`config.mk`:
```
export PLATFORM = sky130hd
export DESIGN_NAME = dhci_top
export DESIGN_NICKNAME = d
export VERILOG_FILES = /design/src/logic/dhci_pkg.sv /design/src/logic/dhci_top.sv /design/src/logic/dhci_twi_rx.sv
export SDC_FILE = /design/constraint.sdc
export NUM_CORES = 1
export LEC_CHECK = 0
export ABC_AREA = 1
export BUFFER_PORTS_ARGS = -buffer_cell sky130_fd_sc_hd__buf_4
export CORE_MARGIN = 4
export CORE_UTILIZATION = 53
export DETAILED_ROUTE_END_ITERATION = 10
export PLACE_DENSITY = 0.74
export SLEW_MARGIN = 30
export SYNTH_ARGS = -nofsm -noshare
export SYNTH_HDL_FRONTEND = slang
export SYNTH_SLANG_ARGS = --single-unit
```
`constraint.sdc`:
```
create_clock -name clk_i -period 1.4 [get_ports clk_i]
set_input_delay 0.28 -clock clk_i [delete_from_list [all_inputs] [get_ports clk_i]]
set_output_delay 0.28 -clock clk_i [all_outputs]
set_load 0.005 [all_outputs]
```
`src/logic/dhci_pkg.sv`:
```
// shared constants and types of the dac host command interface
package dhci_pkg;

  // ----------------------------------------
  // serial frame layout
  // ----------------------------------------
  localparam int FRAME_BITS = 24;          // bits in one serial frame
  localparam int DATA_BITS = 14;           // data field width
  localparam int TOP_BITS = 10;            // address echo width
  localparam int BIT_BANK = 23;            // toggle bank select
  localparam int BIT_RW = 22;              // read/write bit
  localparam int CHAN_LSB = 16;            // channel address low bit
  localparam int REG_LSB = 14;             // register select low bit
  localparam logic [4:0] FRAME_CNT = 5'h18; // frame length as a count
  localparam logic [23:0] NO_OPERATION_WORD = 24'h000000;

  // ----------------------------------------
  // two-wire slave constants
  // ----------------------------------------
  localparam logic [4:0] TW_ADDR_FIXED = 5'h15; // upper slave address bits
  localparam logic [7:0] TW_BURST_PTR = 8'hFF;  // pointer that starts burst
  localparam logic [5:0] TW_LAST_CHAN = 6'h27;  // last burst channel
  localparam logic [3:0] TW_ACK_BIT = 4'h8;     // bits before acknowledge
  localparam int TW_MAX_KHZ = 400;              // fastest bus clock served
  localparam int CLK_MHZ = 100;                 // core clock rate
  // core cycles in one half period of the fastest bus clock
  localparam int TW_HALF_CYC = (CLK_MHZ * 1000) / (2 * TW_MAX_KHZ);

  // ----------------------------------------
  // reset values
  // ----------------------------------------
  localparam logic [5:0] CHAN_RST = 6'h00;
  localparam logic [1:0] REG_RST = 2'h0;
  localparam logic [13:0] DATA_RST = 14'h0000;

  // two-wire receiver states
  typedef enum logic [5:0] {
    TW_IDLE = 6'h01,
    TW_ADDR = 6'h02,
    TW_PTR = 6'h04,
    TW_MSB = 6'h08,
    TW_LSB = 6'h10,
    TW_SKIP = 6'h20
  } dhci_tw_state_t;

endpackage

```
`src/logic/dhci_top.sv`:
```
// host command interface of a multi-channel dac: serial, two-wire, parallel
`timescale 1ns/1ps
module dhci_top (
  // clock and reset
  input wire logic clk_i,
  input wire logic rst_b_i,
  // interface selection pins
  input wire logic port_type_select_i,
  input wire logic proto_sel_i,
  // synchronous serial port
  input wire logic sync_b_i,
  input wire logic sclk_i,
  input wire logic din_i,
  output logic readback_out_o,
  // two-wire port, data line split three ways
  input wire logic scl_i,
  input wire logic sda_i,
  output logic sda_o,
  output logic sda_oe_o,
  input wire logic addr_strap_high_i,
  input wire logic addr_strap_low_i,
  // parallel port
  input wire logic cs_b_i,
  input wire logic wr_b_i,
  input wire logic target_reg_sel_high_i,
  input wire logic target_reg_sel_low_i,
  input wire logic [5:0] channel_address_i,
  input wire logic [13:0] data_word_i,
  // readback lookup into the register store
  output logic rd_bank_o,
  output logic [5:0] rd_chan_o,
  output logic [1:0] rd_reg_o,
  input wire logic [13:0] rd_data_i,
  // register write request
  output logic wr_stb_o,
  output logic wr_bank_o,
  output logic [5:0] wr_chan_o,
  output logic [1:0] wr_reg_o,
  output logic [13:0] wr_data_o
);

  // ----------------------------------------
  // pin synchronisers
  // ----------------------------------------
  localparam int PW = 33; // synchronised pin count

  logic [PW-1:0] pin_raw;   // all pins from outside except clock and reset
  logic [PW-1:0] meta_r;    // first stage, read only by second
  logic [PW-1:0] pin_s_r;   // second stage, safe to use
  logic [PW-1:0] pin_q_r;   // one sample older, for edges

  assign pin_raw = {port_type_select_i, proto_sel_i, sync_b_i, sclk_i, din_i,
                    scl_i, sda_i, addr_strap_high_i, addr_strap_low_i,
                    cs_b_i, wr_b_i, target_reg_sel_high_i, target_reg_sel_low_i,
                    channel_address_i, data_word_i};

  // two flops per pin, plus an edge history stage
  always_ff @(posedge clk_i)
  begin
    if (!rst_b_i)
    begin
      meta_r <= '1;
      pin_s_r <= '1;
      pin_q_r <= '1;
    end
    else
    begin
      meta_r <= pin_raw;
      pin_s_r <= meta_r;
      pin_q_r <= pin_s_r;
    end
  end

  // named views of the synchronised pins
  logic pts_s, prot_s, sync_s, sync_q, sclk_s, sclk_q, din_s;
  logic scl_s, sda_s, cs_q, wr_s, wr_q;
  logic [1:0] strap_s, preg_q;
  logic [5:0] pch_q;
  logic [13:0] pdat_q;

  assign pts_s = pin_s_r[32];
  assign prot_s = pin_s_r[31];
  assign sync_s = pin_s_r[30];
  assign sync_q = pin_q_r[30];
  assign sclk_s = pin_s_r[29];
  assign sclk_q = pin_q_r[29];
  assign din_s = pin_s_r[28];
  assign scl_s = pin_s_r[27];
  assign sda_s = pin_s_r[26];
  assign strap_s = pin_s_r[25:24];
  assign cs_q = pin_q_r[23];
  assign wr_s = pin_s_r[22];
  assign wr_q = pin_q_r[22];
  // parallel fields taken one sample back, while strobe was still low
  assign preg_q = pin_q_r[21:20];
  assign pch_q = pin_q_r[19:14];
  assign pdat_q = pin_q_r[13:0];

  // ----------------------------------------
  // interface selection
  // ----------------------------------------
  logic sp_en, tw_en, par_en;

  assign sp_en = pts_s & ~prot_s;
  assign tw_en = pts_s & prot_s;
  assign par_en = ~pts_s;

  // ----------------------------------------
  // synchronous serial port
  // ----------------------------------------
  logic [23:0] in_sr_r, in_sr_nxt;   // received frame
  logic [4:0] cnt_r, cnt_nxt;        // falling edges seen
  logic [23:0] out_sr_r, out_sr_nxt; // readback shifter
  logic pend_r, pend_nxt;            // read request waiting
  logic [9:0] top_r, top_nxt;        // address of the request
  logic sp_wr;                       // complete write frame
  logic fr_start, fr_end, s_rise, s_fall;

  assign fr_start = ~sync_s & sync_q;
  assign fr_end = sync_s & ~sync_q;
  assign s_rise = sclk_s & ~sclk_q;
  assign s_fall = ~sclk_s & sclk_q;

  // next state of the serial port
  always_comb
  begin
    in_sr_nxt = in_sr_r;
    cnt_nxt = cnt_r;
    out_sr_nxt = out_sr_r;
    pend_nxt = pend_r;
    top_nxt = top_r;
    sp_wr = 1'b0;
    if (!sp_en)
    begin
      // port switched off: nothing waits, nothing shifts
      cnt_nxt = 5'h00;
      pend_nxt = 1'b0;
      out_sr_nxt = dhci_pkg::NO_OPERATION_WORD;
    end
    else if (fr_start)
    begin
      // first bit appears at sync fall, needs no clock edge
      cnt_nxt = 5'h00;
      if (pend_r)
      begin
        out_sr_nxt = {top_r, rd_data_i};
      end
      else
      begin
        out_sr_nxt = dhci_pkg::NO_OPERATION_WORD;
      end
    end
    else if (!sync_s)
    begin
      if (s_fall && cnt_r < dhci_pkg::FRAME_CNT)
      begin
        // bits beyond the frame length are ignored
        in_sr_nxt = {in_sr_r[22:0], din_s};
        cnt_nxt = cnt_r + 5'h01;
      end
      if (s_rise && cnt_r != 5'h00)
      begin
        // shift on rising edge, valid at the next fall
        out_sr_nxt = {out_sr_r[22:0], 1'b0};
      end
    end
    else if (fr_end && cnt_r == dhci_pkg::FRAME_CNT)
    begin
      // short frames are discarded
      pend_nxt = in_sr_r[dhci_pkg::BIT_RW];
      if (in_sr_r[dhci_pkg::BIT_RW])
      begin
        // keep only address fields, data bits are ignored
        top_nxt = in_sr_r[23:14];
      end
      else
      begin
        sp_wr = 1'b1;
      end
    end
  end

  // registers of the serial port
  always_ff @(posedge clk_i)
  begin
    if (!rst_b_i)
    begin
      in_sr_r <= 24'h000000;
      cnt_r <= 5'h00;
      out_sr_r <= dhci_pkg::NO_OPERATION_WORD;
      pend_r <= 1'b0;
      top_r <= 10'h000;
    end
    else
    begin
      in_sr_r <= in_sr_nxt;
      cnt_r <= cnt_nxt;
      out_sr_r <= out_sr_nxt;
      pend_r <= pend_nxt;
      top_r <= top_nxt;
    end
  end

  assign readback_out_o = out_sr_r[23];
  assign rd_bank_o = top_r[9];
  assign rd_chan_o = top_r[7:2];
  assign rd_reg_o = top_r[1:0];

  // ----------------------------------------
  // two-wire slave
  // ----------------------------------------
  logic tw_wr, tw_ack;
  logic [5:0] tw_chan;
  logic [1:0] tw_reg;
  logic [13:0] tw_data;

  // sampled at 100 MHz, ample for a 400 kHz bus
  dhci_twi_rx i_dhci_twi_rx (
    .clk_i(clk_i),
    .rst_b_i(rst_b_i),
    .en_i(tw_en),
    .strap_i(strap_s),
    .scl_i(scl_s),
    .sda_i(sda_s),
    .ack_o(tw_ack),
    .wr_o(tw_wr),
    .chan_o(tw_chan),
    .reg_o(tw_reg),
    .data_o(tw_data)
  );

  // slave only pulls data low; clock is never driven
  assign sda_o = 1'b0;
  assign sda_oe_o = tw_ack;

  // ----------------------------------------
  // parallel port
  // ----------------------------------------
  logic par_wr;

  // strobe rising edge while chip select was low
  assign par_wr = par_en & wr_s & ~wr_q & ~cs_q;

  // ----------------------------------------
  // write request merge
  // ----------------------------------------
  logic wstb_r, wstb_nxt;
  logic wbank_r, wbank_nxt;
  logic [5:0] wch_r, wch_nxt;
  logic [1:0] wrg_r, wrg_nxt;
  logic [13:0] wdat_r, wdat_nxt;

  // only one interface is live, so no two writes meet
  always_comb
  begin
    wstb_nxt = 1'b0;
    wbank_nxt = wbank_r;
    wch_nxt = wch_r;
    wrg_nxt = wrg_r;
    wdat_nxt = wdat_r;
    if (sp_wr)
    begin
      wstb_nxt = 1'b1;
      wbank_nxt = in_sr_r[dhci_pkg::BIT_BANK];
      wch_nxt = in_sr_r[21:16];
      wrg_nxt = in_sr_r[15:14];
      wdat_nxt = in_sr_r[13:0];
    end
    else if (tw_wr)
    begin
      // two-wire words carry no bank bit: normal path only
      wstb_nxt = 1'b1;
      wbank_nxt = 1'b0;
      wch_nxt = tw_chan;
      wrg_nxt = tw_reg;
      wdat_nxt = tw_data;
    end
    else if (par_wr)
    begin
      wstb_nxt = 1'b1;
      wbank_nxt = 1'b0;
      wch_nxt = pch_q;
      wrg_nxt = preg_q;
      wdat_nxt = pdat_q;
    end
  end

  // registered write request
  always_ff @(posedge clk_i)
  begin
    if (!rst_b_i)
    begin
      wstb_r <= 1'b0;
      wbank_r <= 1'b0;
      wch_r <= dhci_pkg::CHAN_RST;
      wrg_r <= dhci_pkg::REG_RST;
      wdat_r <= dhci_pkg::DATA_RST;
    end
    else
    begin
      wstb_r <= wstb_nxt;
      wbank_r <= wbank_nxt;
      wch_r <= wch_nxt;
      wrg_r <= wrg_nxt;
      wdat_r <= wdat_nxt;
    end
  end

  assign wr_stb_o = wstb_r;
  assign wr_bank_o = wbank_r;
  assign wr_chan_o = wch_r;
  assign wr_reg_o = wrg_r;
  assign wr_data_o = wdat_r;

endmodule // dhci_top

```
`src/logic/dhci_twi_rx.sv`:
```
// receive-only two-wire slave of the dac host command interface
`timescale 1ns/1ps
module dhci_twi_rx (
  // clock and reset
  input wire logic clk_i,
  input wire logic rst_b_i,
  // control
  input wire logic en_i,
  input wire logic [1:0] strap_i,
  // synchronised bus lines
  input wire logic scl_i,
  input wire logic sda_i,
  output logic ack_o,
  // word out
  output logic wr_o,
  output logic [5:0] chan_o,
  output logic [1:0] reg_o,
  output logic [13:0] data_o
);

  // ----------------------------------------
  // state
  // ----------------------------------------
  dhci_pkg::dhci_tw_state_t st_r, st_nxt;
  logic scl_q_r, sda_q_r;           // previous line samples
  logic [7:0] sh_r, sh_nxt;         // byte shifter
  logic [3:0] bit_r, bit_nxt;       // bits of this byte
  logic in_ack_r, in_ack_nxt;       // ninth clock in progress
  logic ack_r, ack_nxt;             // pulling data low
  logic burst_r, burst_nxt;         // auto-increment active
  logic [5:0] ch_r, ch_nxt;         // channel pointer
  logic [1:0] rg_r, rg_nxt;         // held register select
  logic [5:0] hi_r, hi_nxt;         // held upper data bits
  logic wr_r, wr_nxt;
  logic [13:0] dat_r, dat_nxt;
  logic start, stop, rise, fall;

  assign start = scl_i & scl_q_r & sda_q_r & ~sda_i;
  assign stop = scl_i & scl_q_r & ~sda_q_r & sda_i;
  assign rise = scl_i & ~scl_q_r;
  assign fall = ~scl_i & scl_q_r;

  // next state of the byte engine
  always_comb
  begin
    st_nxt = st_r;
    sh_nxt = sh_r;
    bit_nxt = bit_r;
    in_ack_nxt = in_ack_r;
    ack_nxt = ack_r;
    burst_nxt = burst_r;
    ch_nxt = ch_r;
    rg_nxt = rg_r;
    hi_nxt = hi_r;
    wr_nxt = 1'b0;
    dat_nxt = dat_r;
    if (!en_i || stop)
    begin
      // off, or stop ends any write mode
      st_nxt = dhci_pkg::TW_IDLE;
      burst_nxt = 1'b0;
      bit_nxt = 4'h0;
      in_ack_nxt = 1'b0;
      ack_nxt = 1'b0;
    end
    else if (start)
    begin
      // start or repeated start keeps us on the bus
      st_nxt = dhci_pkg::TW_ADDR;
      burst_nxt = 1'b0;
      bit_nxt = 4'h0;
      in_ack_nxt = 1'b0;
      ack_nxt = 1'b0;
    end
    else if (st_r != dhci_pkg::TW_IDLE)
    begin
      if (rise && bit_r < dhci_pkg::TW_ACK_BIT)
      begin
        // one bit per clock, msb first
        sh_nxt = {sh_r[6:0], sda_i};
        bit_nxt = bit_r + 4'h1;
      end
      if (fall && in_ack_r)
      begin
        // end of the ninth clock: release the line
        in_ack_nxt = 1'b0;
        ack_nxt = 1'b0;
        bit_nxt = 4'h0;
      end
      else if (fall && bit_r == dhci_pkg::TW_ACK_BIT)
      begin
        in_ack_nxt = 1'b1;
        unique case (st_r)
          dhci_pkg::TW_ADDR:
          begin
            // own address with write direction only
            if (sh_r == {dhci_pkg::TW_ADDR_FIXED, strap_i, 1'b0})
            begin
              ack_nxt = 1'b1;
              st_nxt = dhci_pkg::TW_PTR;
            end
            else
            begin
              st_nxt = dhci_pkg::TW_SKIP;
            end
          end
          dhci_pkg::TW_PTR:
          begin
            ack_nxt = 1'b1;
            st_nxt = dhci_pkg::TW_MSB;
            burst_nxt = (sh_r == dhci_pkg::TW_BURST_PTR);
            ch_nxt = (sh_r == dhci_pkg::TW_BURST_PTR) ? dhci_pkg::CHAN_RST : sh_r[5:0];
          end
          dhci_pkg::TW_MSB:
          begin
            ack_nxt = 1'b1;
            rg_nxt = sh_r[7:6];
            hi_nxt = sh_r[5:0];
            st_nxt = dhci_pkg::TW_LSB;
          end
          dhci_pkg::TW_LSB:
          begin
            ack_nxt = 1'b1;
            wr_nxt = 1'b1;
            dat_nxt = {hi_r, sh_r};
            if (burst_r && ch_r != dhci_pkg::TW_LAST_CHAN)
            begin
              st_nxt = dhci_pkg::TW_MSB;
            end
            else
            begin
              // three-byte mode expects a new pointer
              st_nxt = dhci_pkg::TW_PTR;
              burst_nxt = 1'b0;
            end
          end
          default:
          begin
            ack_nxt = 1'b0;
          end
        endcase
      end
      if (wr_r && burst_r)
      begin
        ch_nxt = ch_r + 6'h01;
      end
    end
  end

  // registers of the byte engine
  always_ff @(posedge clk_i)
  begin
    if (!rst_b_i)
    begin
      st_r <= dhci_pkg::TW_IDLE;
      scl_q_r <= 1'b1;
      sda_q_r <= 1'b1;
      sh_r <= 8'h00;
      bit_r <= 4'h0;
      in_ack_r <= 1'b0;
      ack_r <= 1'b0;
      burst_r <= 1'b0;
      ch_r <= dhci_pkg::CHAN_RST;
      rg_r <= dhci_pkg::REG_RST;
      hi_r <= 6'h00;
      wr_r <= 1'b0;
      dat_r <= dhci_pkg::DATA_RST;
    end
    else
    begin
      st_r <= st_nxt;
      scl_q_r <= scl_i;
      sda_q_r <= sda_i;
      sh_r <= sh_nxt;
      bit_r <= bit_nxt;
      in_ack_r <= in_ack_nxt;
      ack_r <= ack_nxt;
      burst_r <= burst_nxt;
      ch_r <= ch_nxt;
      rg_r <= rg_nxt;
      hi_r <= hi_nxt;
      wr_r <= wr_nxt;
      dat_r <= dat_nxt;
    end
  end

  assign ack_o = ack_r;
  assign wr_o = wr_r;
  assign chan_o = ch_r;
  assign reg_o = rg_r;
  assign data_o = dat_r;

endmodule // dhci_twi_rx

```
======== After elaboration in Yosys (flattened, before gate mapping) ========
Index checks and enable logic that the tools add are counted.
storage, ports and cells
  bits in registers ....................... 237
  output and inout port bits .............. 36
  logic and storage cells ................. 173
operators by class
  add/subtract/negate cells ............... 3
  $lt $le $gt $ge ......................... 2
  eq/ne operators ......................... 15
  multiplexer cells ....................... 47
  bitwise logic cells ..................... 36
  reductions and logical operators ........ 43
operators with widths
  operator             number
  $mux 24              4
  $mux 6               9
  $mux 14              3
  $pmux 6 s4           1
  $not 1->1            20
  $mux 1               18
  $reduce_and 6->1     3
  $and 1x1->1          16
  $reduce_and 4->1     4
  $reduce_bool 2->1    8
  $mux 2               7
  $mux 4               3
  $reduce_and 2->1     5
  $reduce_and 5->1     2
  $reduce_bool 5->1    2
  $reduce_or 3->1      3
  $eq 8x8->1           1
  $eq 8x8->1 const B   1
  $logic_and 1x1->1    8
  $add 6x1->6 const B  1
  $eq 6x2->1 const B   1
  $eq 6x3->1 const B   1
  $eq 6x4->1 const B   1
  $eq 6x5->1 const B   1
  19 further kinds     23

======== Longest topological paths before layout ========
  depth in word-level cells ............... 8
  depth in mapped cells ................... 12

======== Modules after synthesis ========
Synthesis repeated with hierarchy kept, for this count alone.
unflattened totals
  cell total of the unflattened synthesis .. 1199
  area total of the unflattened synthesis .. 9370.2 µm²
by module, submodules not included
  module       instances  cells each  area an instance (µm²)  seq. area each (µm²)
  dhci_top     1          842         6774.0                  3603.5
  dhci_twi_rx  1          357         2596.2                  1041.0

======== Worst setup path after synthesis ========
OpenSTA, ideal clock, no wires.
  path kind ............................... register -> register
  start point ............................. register cnt_r[0]
  end point ............................... register wdat_r[10], in the netlist wr_data_o[10]
  library setup time ...................... 0.115 ns
  arrival ................................. 1.378 ns
  data required time ...................... 1.285 ns
  setup slack ............................. -0.093 ns
  stages on the path, launching flop included .. 13
  path buffers ............................ 1
  clock period less this slack ............ 1.493 ns
  cell sequence ........................... dfxtp_1 -> inv_1 -> ha_1 -> inv_1 -> nor2_1 -> nand2_2 -> inv_2 -> nand3_4 -> nand2_2 -> inv_2 -> buf_6 -> nor2_1 -> nor2_1
on the way
  longest elaborated chain between the ends .. 7
RTL lines
  element                                                 RTL line         text
  start, declared                                         dhci_top.sv:112  logic [4:0] cnt_r, cnt_nxt;
  start signal, assigned                                  dhci_top.sv:197  cnt_r <= cnt_nxt;
  $eq 5x5->1 *                                            dhci_top.sv:167  else if (fr_end && cnt_r == dhci_pkg::FRAME_CNT)
  $logic_and 1x1->1 *                                     dhci_top.sv:167
  $mux 1 *                                                dhci_top.sv:167
  $mux 1 *                                                dhci_top.sv:153  else if (!sync_s)
  $mux 1 *                                                dhci_top.sv:140  else if (fr_start)
  $mux 1 *                                                dhci_top.sv:133  if (!sp_en)
  $reduce_bool 3->1 (no line) or $mux 14 (tied branches)  -
  end signal, assigned                                    dhci_top.sv:297  wdat_r <= dhci_pkg::DATA_RST;
  end signal, assigned                                    dhci_top.sv:305  wdat_r <= wdat_nxt;
  end, declared                                           dhci_top.sv:251  logic [13:0] wdat_r, wdat_nxt;
Every way passes the cells marked *; elsewhere a longest branch is shown, timed or not.
A chain may end at the register's enable or synchronous reset.

======== Worst setup path after layout ========
  start point ............................. register cnt_r[1]
  end point ............................... register wdat_r[1], in the netlist wr_data_o[1]
The elaborated chain is that of the path after synthesis.

==> run_results.csv <==
group,metric,value,unit
outcome,status,"complete, but fails checks",
outcome,violations,"negative setup slack",
sta,slew_violations,0,
global_routing,grt_use_met1,0.283,
global_routing,grt_overflow_total,0,
setup_path,path_depth,13,
setup_path,critPathLaunchType,"flop",
cts,cts.sinks,232,
power,power.total,13700,uW
sta,holdWs,0.0541,ns
synth,ys.flop_type,"dfxtp_1",
place,portBuffers,83,
global_routing,antenna_found_initial,0,
synth,synth_edf_count,0,
sta,setup_viol,117,
sta,finalClockSkew,0.0201,ns
setup_path,cp_slowest_cell,"dfxtp_2",
setup_path,reg2reg_depth,13,
setup_path,cp_num_buf_inv,5,
setup_path,worstPathMaxFanout,5,
floorplan,die_x,137,um
routing,drc,0,
setup_path,crit_path_end_kind,"flop",
hold_path,hold_start,"rd_data_i[0]",
cts,htree_levels,1,
power,total_leakage_power,0.00521,uW
layout,nets,1289,
hold_path,hold_path.class,"in2reg",
synth,yosysWarningCount,0,
routing,wl_per_cell,17.9,um
floorplan,rows,46,
layout,drive_above_1_share,0.462,
cts,clock_path_buffers,3,
floorplan,start_util,0.547,
global_routing,grt_pass1_wl,35400,um
synth,yosysSeqAreaShare,0.528,
synth,synth_area,8790,sq um
layout,diodes,0,
floorplan,die-area,18700,sq um
floorplan,fp.coreArea,16100,sq um
synth,syn_inst,1029,
sta,period_minus_slack,1.70,ns
sta,fin_crit_sh,1.21,
global_routing,grtUsageMet3,0.0346,
layout,areaGrowthSynthToFinish,47.4,%
routing,drt-total-wl,26200,um
synth,synthArstFlopShare,0,
setup_path,crit_required,1.81,ns
sta,layout_setup_ws,-0.299,ns
global_routing,grt.total_usage,0.234,
hold_path,hold_path_depth,3,
setup_path,crit_path_cell_trace,"inv_2 -> ha_4 -> inv_2 -> nor2_4 -> nand2_2 -> inv_2 -> nand3_4 -> buf_6 -> buf_16 -> nand2_1 -> o21ai_2 -> nor2_1 -> nor2_1",
place,gp_congestion,0.873,
setup_path,crit_type,"reg2reg",
floorplan,die_h,137,um
setup_path,reg2reg_from,"cnt_r[1]",
cts,cts-buffers-inserted,23,
synth,ys_ff_latch,232,
hold_path,hold_end,"out_sr_r[0]",
global_routing,met2_usage,0.406,
place,pre_cts_ws,-0.129,ns
setup_path,arrival,2.11,ns
layout,fin_util,0.807,
floorplan,ioPinCount,85,
power,p_per_area,1060,nW/um^2
routing,vias_per_cell,5.52,
run,drv_cap,0,
synth,ys_types,38,
sta,rsz0062_at_grt,"true",
cts,clk_pin_slew,0.06,ns
cts,worstSkewPairLatency,0.53,ns
global_routing,grt_pass1_vias,7521,
layout,final_area,13000,sq um
synth,yosys.area.top_type,"dfxtp_1",
routing,vias,8101,
global_routing,grt_start_max_net_pins,94,
synth,synth_top_area_frac,0.528,
synth,synthesis.nets,1083,
setup_path,rrSetupSlack,-0.30,ns
setup_path,crit_family,"simple AND/OR/NAND/NOR gates",
routing,antenna_left,0,
power,ir_worst_vdd,1.03,mV
synth,avgSynthCellArea,8.54,sq um
place,dp_hpwl,12600,um
setup_path,r2r-end,"wr_data_o[1]",
place,place_area,10200,sq um
sta,fmax,0.589,GHz
setup_path,critPathMaxStageDelay,0.33,ns
routing,drt-pass1-iter-count,7,
global_routing,grt-busiest-layer,"met2",
setup_path,cpMostUsedCell,"inv_2",
synth,synth_area_leaders,"dfxtp_1 53%, nor2_1 7.4%, or2_2 6.1%",
cts,cts_tree,"done",
cts,clk_root_buffer_cell,"clkbuf_16",
routing,drtIter0Drc,680,
sta,hold_violations,0,
==> through the flow <==
step                std cells  setup TNS [ns]
floorplan                1029          -0.830
global placement         1346           -4.15
detailed placement       1346           -5.54
CTS                      1444           -8.30
global route             1467          -23.98
finish                   1467          -15.45
==> per-layer routing <==
layer,up-vias,part of all wire
met5,-,0
met4,0,0.065
met3,128,0.059
met2,354,0.50
li1,3783,-
met1,3836,0.38
==> worst register-to-register path, stage by stage (launching register included) <==
cell     delay (ns)
dfxtp_2        0.33
inv_2          0.07
ha_4           0.12
inv_2          0.04
nor2_4         0.10
nand2_2        0.08
inv_2          0.09
nand3_4        0.10
buf_6          0.17
buf_16         0.13
nand2_1        0.09
o21ai_2        0.07
nor2_1         0.14
nor2_1         0.08
==> layout by cell type, fill, tap and decap left out, types with 3 or more instances in the layout <==
| master | instances |
|---|---|
| clkinv_2 | 3 |
| o21ai_0 | 20 |
| clkbuf_8 | 6 |
| o21ai_2 | 36 |
| nor2_2 | 35 |
| buf_6 | 27 |
| a211oi_2 | 15 |
| nor2_4 | 29 |
| inv_1 | 53 |
| nand2_4 | 12 |
| or2_2 | 86 |
| dfxtp_4 | 3 |
| nand3_2 | 9 |
| ha_1 | 3 |
| dfxtp_1 | 214 |
| clkbuf_1 | 5 |
| buf_12 | 17 |
| o21ai_1 | 53 |
| a21oi_2 | 13 |
| or2_1 | 4 |
| nand2_1 | 62 |
| buf_16 | 7 |
| mux2_2 | 22 |
| a21oi_1 | 38 |
| dfxtp_2 | 15 |
| a22oi_1 | 24 |
| nand4_1 | 3 |
| a211oi_1 | 7 |
| nand2_2 | 18 |
| nand3_4 | 11 |
| o21ai_4 | 7 |
| buf_4 | 144 |
| nand3_1 | 17 |
| nor2_1 | 122 |
| dlygate4sd3_1 | 33 |
| clkbuf_16 | 31 |
| inv_2 | 15 |
==> how the worst max path moves through the flow <==
| stage | startpoint | endpoint | slack [ns] |
|---|---|---|---|
| global route | cnt_r[1] | wr_data_o[1] | -0.39 |
| floorplan | cnt_r[0] | wr_data_o[10] | -0.03 |
| finish | cnt_r[1] | wr_data_o[1] | -0.30 |
| CTS | cnt_r[0] | wr_data_o[0] | -0.18 |
| global placement | cnt_r[0] | wr_data_o[5] | -0.12 |
| detailed placement | cnt_r[1] | wr_data_o[5] | -0.13 |
==> layout make-up <==
class | instances | area (sq um)
well taps | 216 | 270
clock inverters | 7 | 80.1
inverters | 71 | 279
flip-flops and latches | 232 | 4670
repair buffers | 238 | 2480
clock buffers | 34 | 677
fillers | 860 | 3100
multi-input cells | 669 | 4500
==> report_power, final <==
part	switching (uW)	internal (uW)
Clock	2610	3560
Combinational	366	413
Sequential	43.8	6710
==> Yosys cell counts (24+ instances only) <==
cell type	count
or2_2	86
inv_1	64
dfxtp_1	232
nand2_1	85
o21ai_0	75
nor2_1	174
a22oi_1	24
a21oi_1	51
nand3_1	31
o21ai_1	40
==> cell families (layout without fill, tap and decap cells) <==
group	count (synthesis)	in the layout	share of synthesized area
buf+inv	130	350	0.0671
mux	22	22	0.0282
compound gates	222	222	0.142
flops	232	232	0.528
fa+ha+maj	5	5	0.00712
simple gates	414	416	0.224
other cells	1	1	0.000427
xor+xnor	3	3	0.00299
==> flip-flops by register name, indices dropped and copies added, names as in the netlist, 4 cells and up <==
signal	count
i_dhci_twi_rx.hi_r	6
i_dhci_twi_rx.sh_r	8
pin_s_r	33
top_r	10
out_sr_r	24
wr_data_o	14
i_dhci_twi_rx.chan_o	6
wr_chan_o	6
i_dhci_twi_rx.bit_r	4
cnt_r	5
in_sr_r	24
i_dhci_twi_rx.st_r	6
meta_r	33
i_dhci_twi_rx.data_o	14
pin_q_r	28
==> what timing repair did <==
item / CTS / global route
hold endpoints to repair: 33 / 0
gates cloned: 9 / 11
setup endpoints to repair: 113 / 131
pin swaps: 32 / 67
resized for setup: 141 / 198
buffers inserted: 16 / 15
hold buffers: 33 / 0
(Power assumes the default switching activity.)
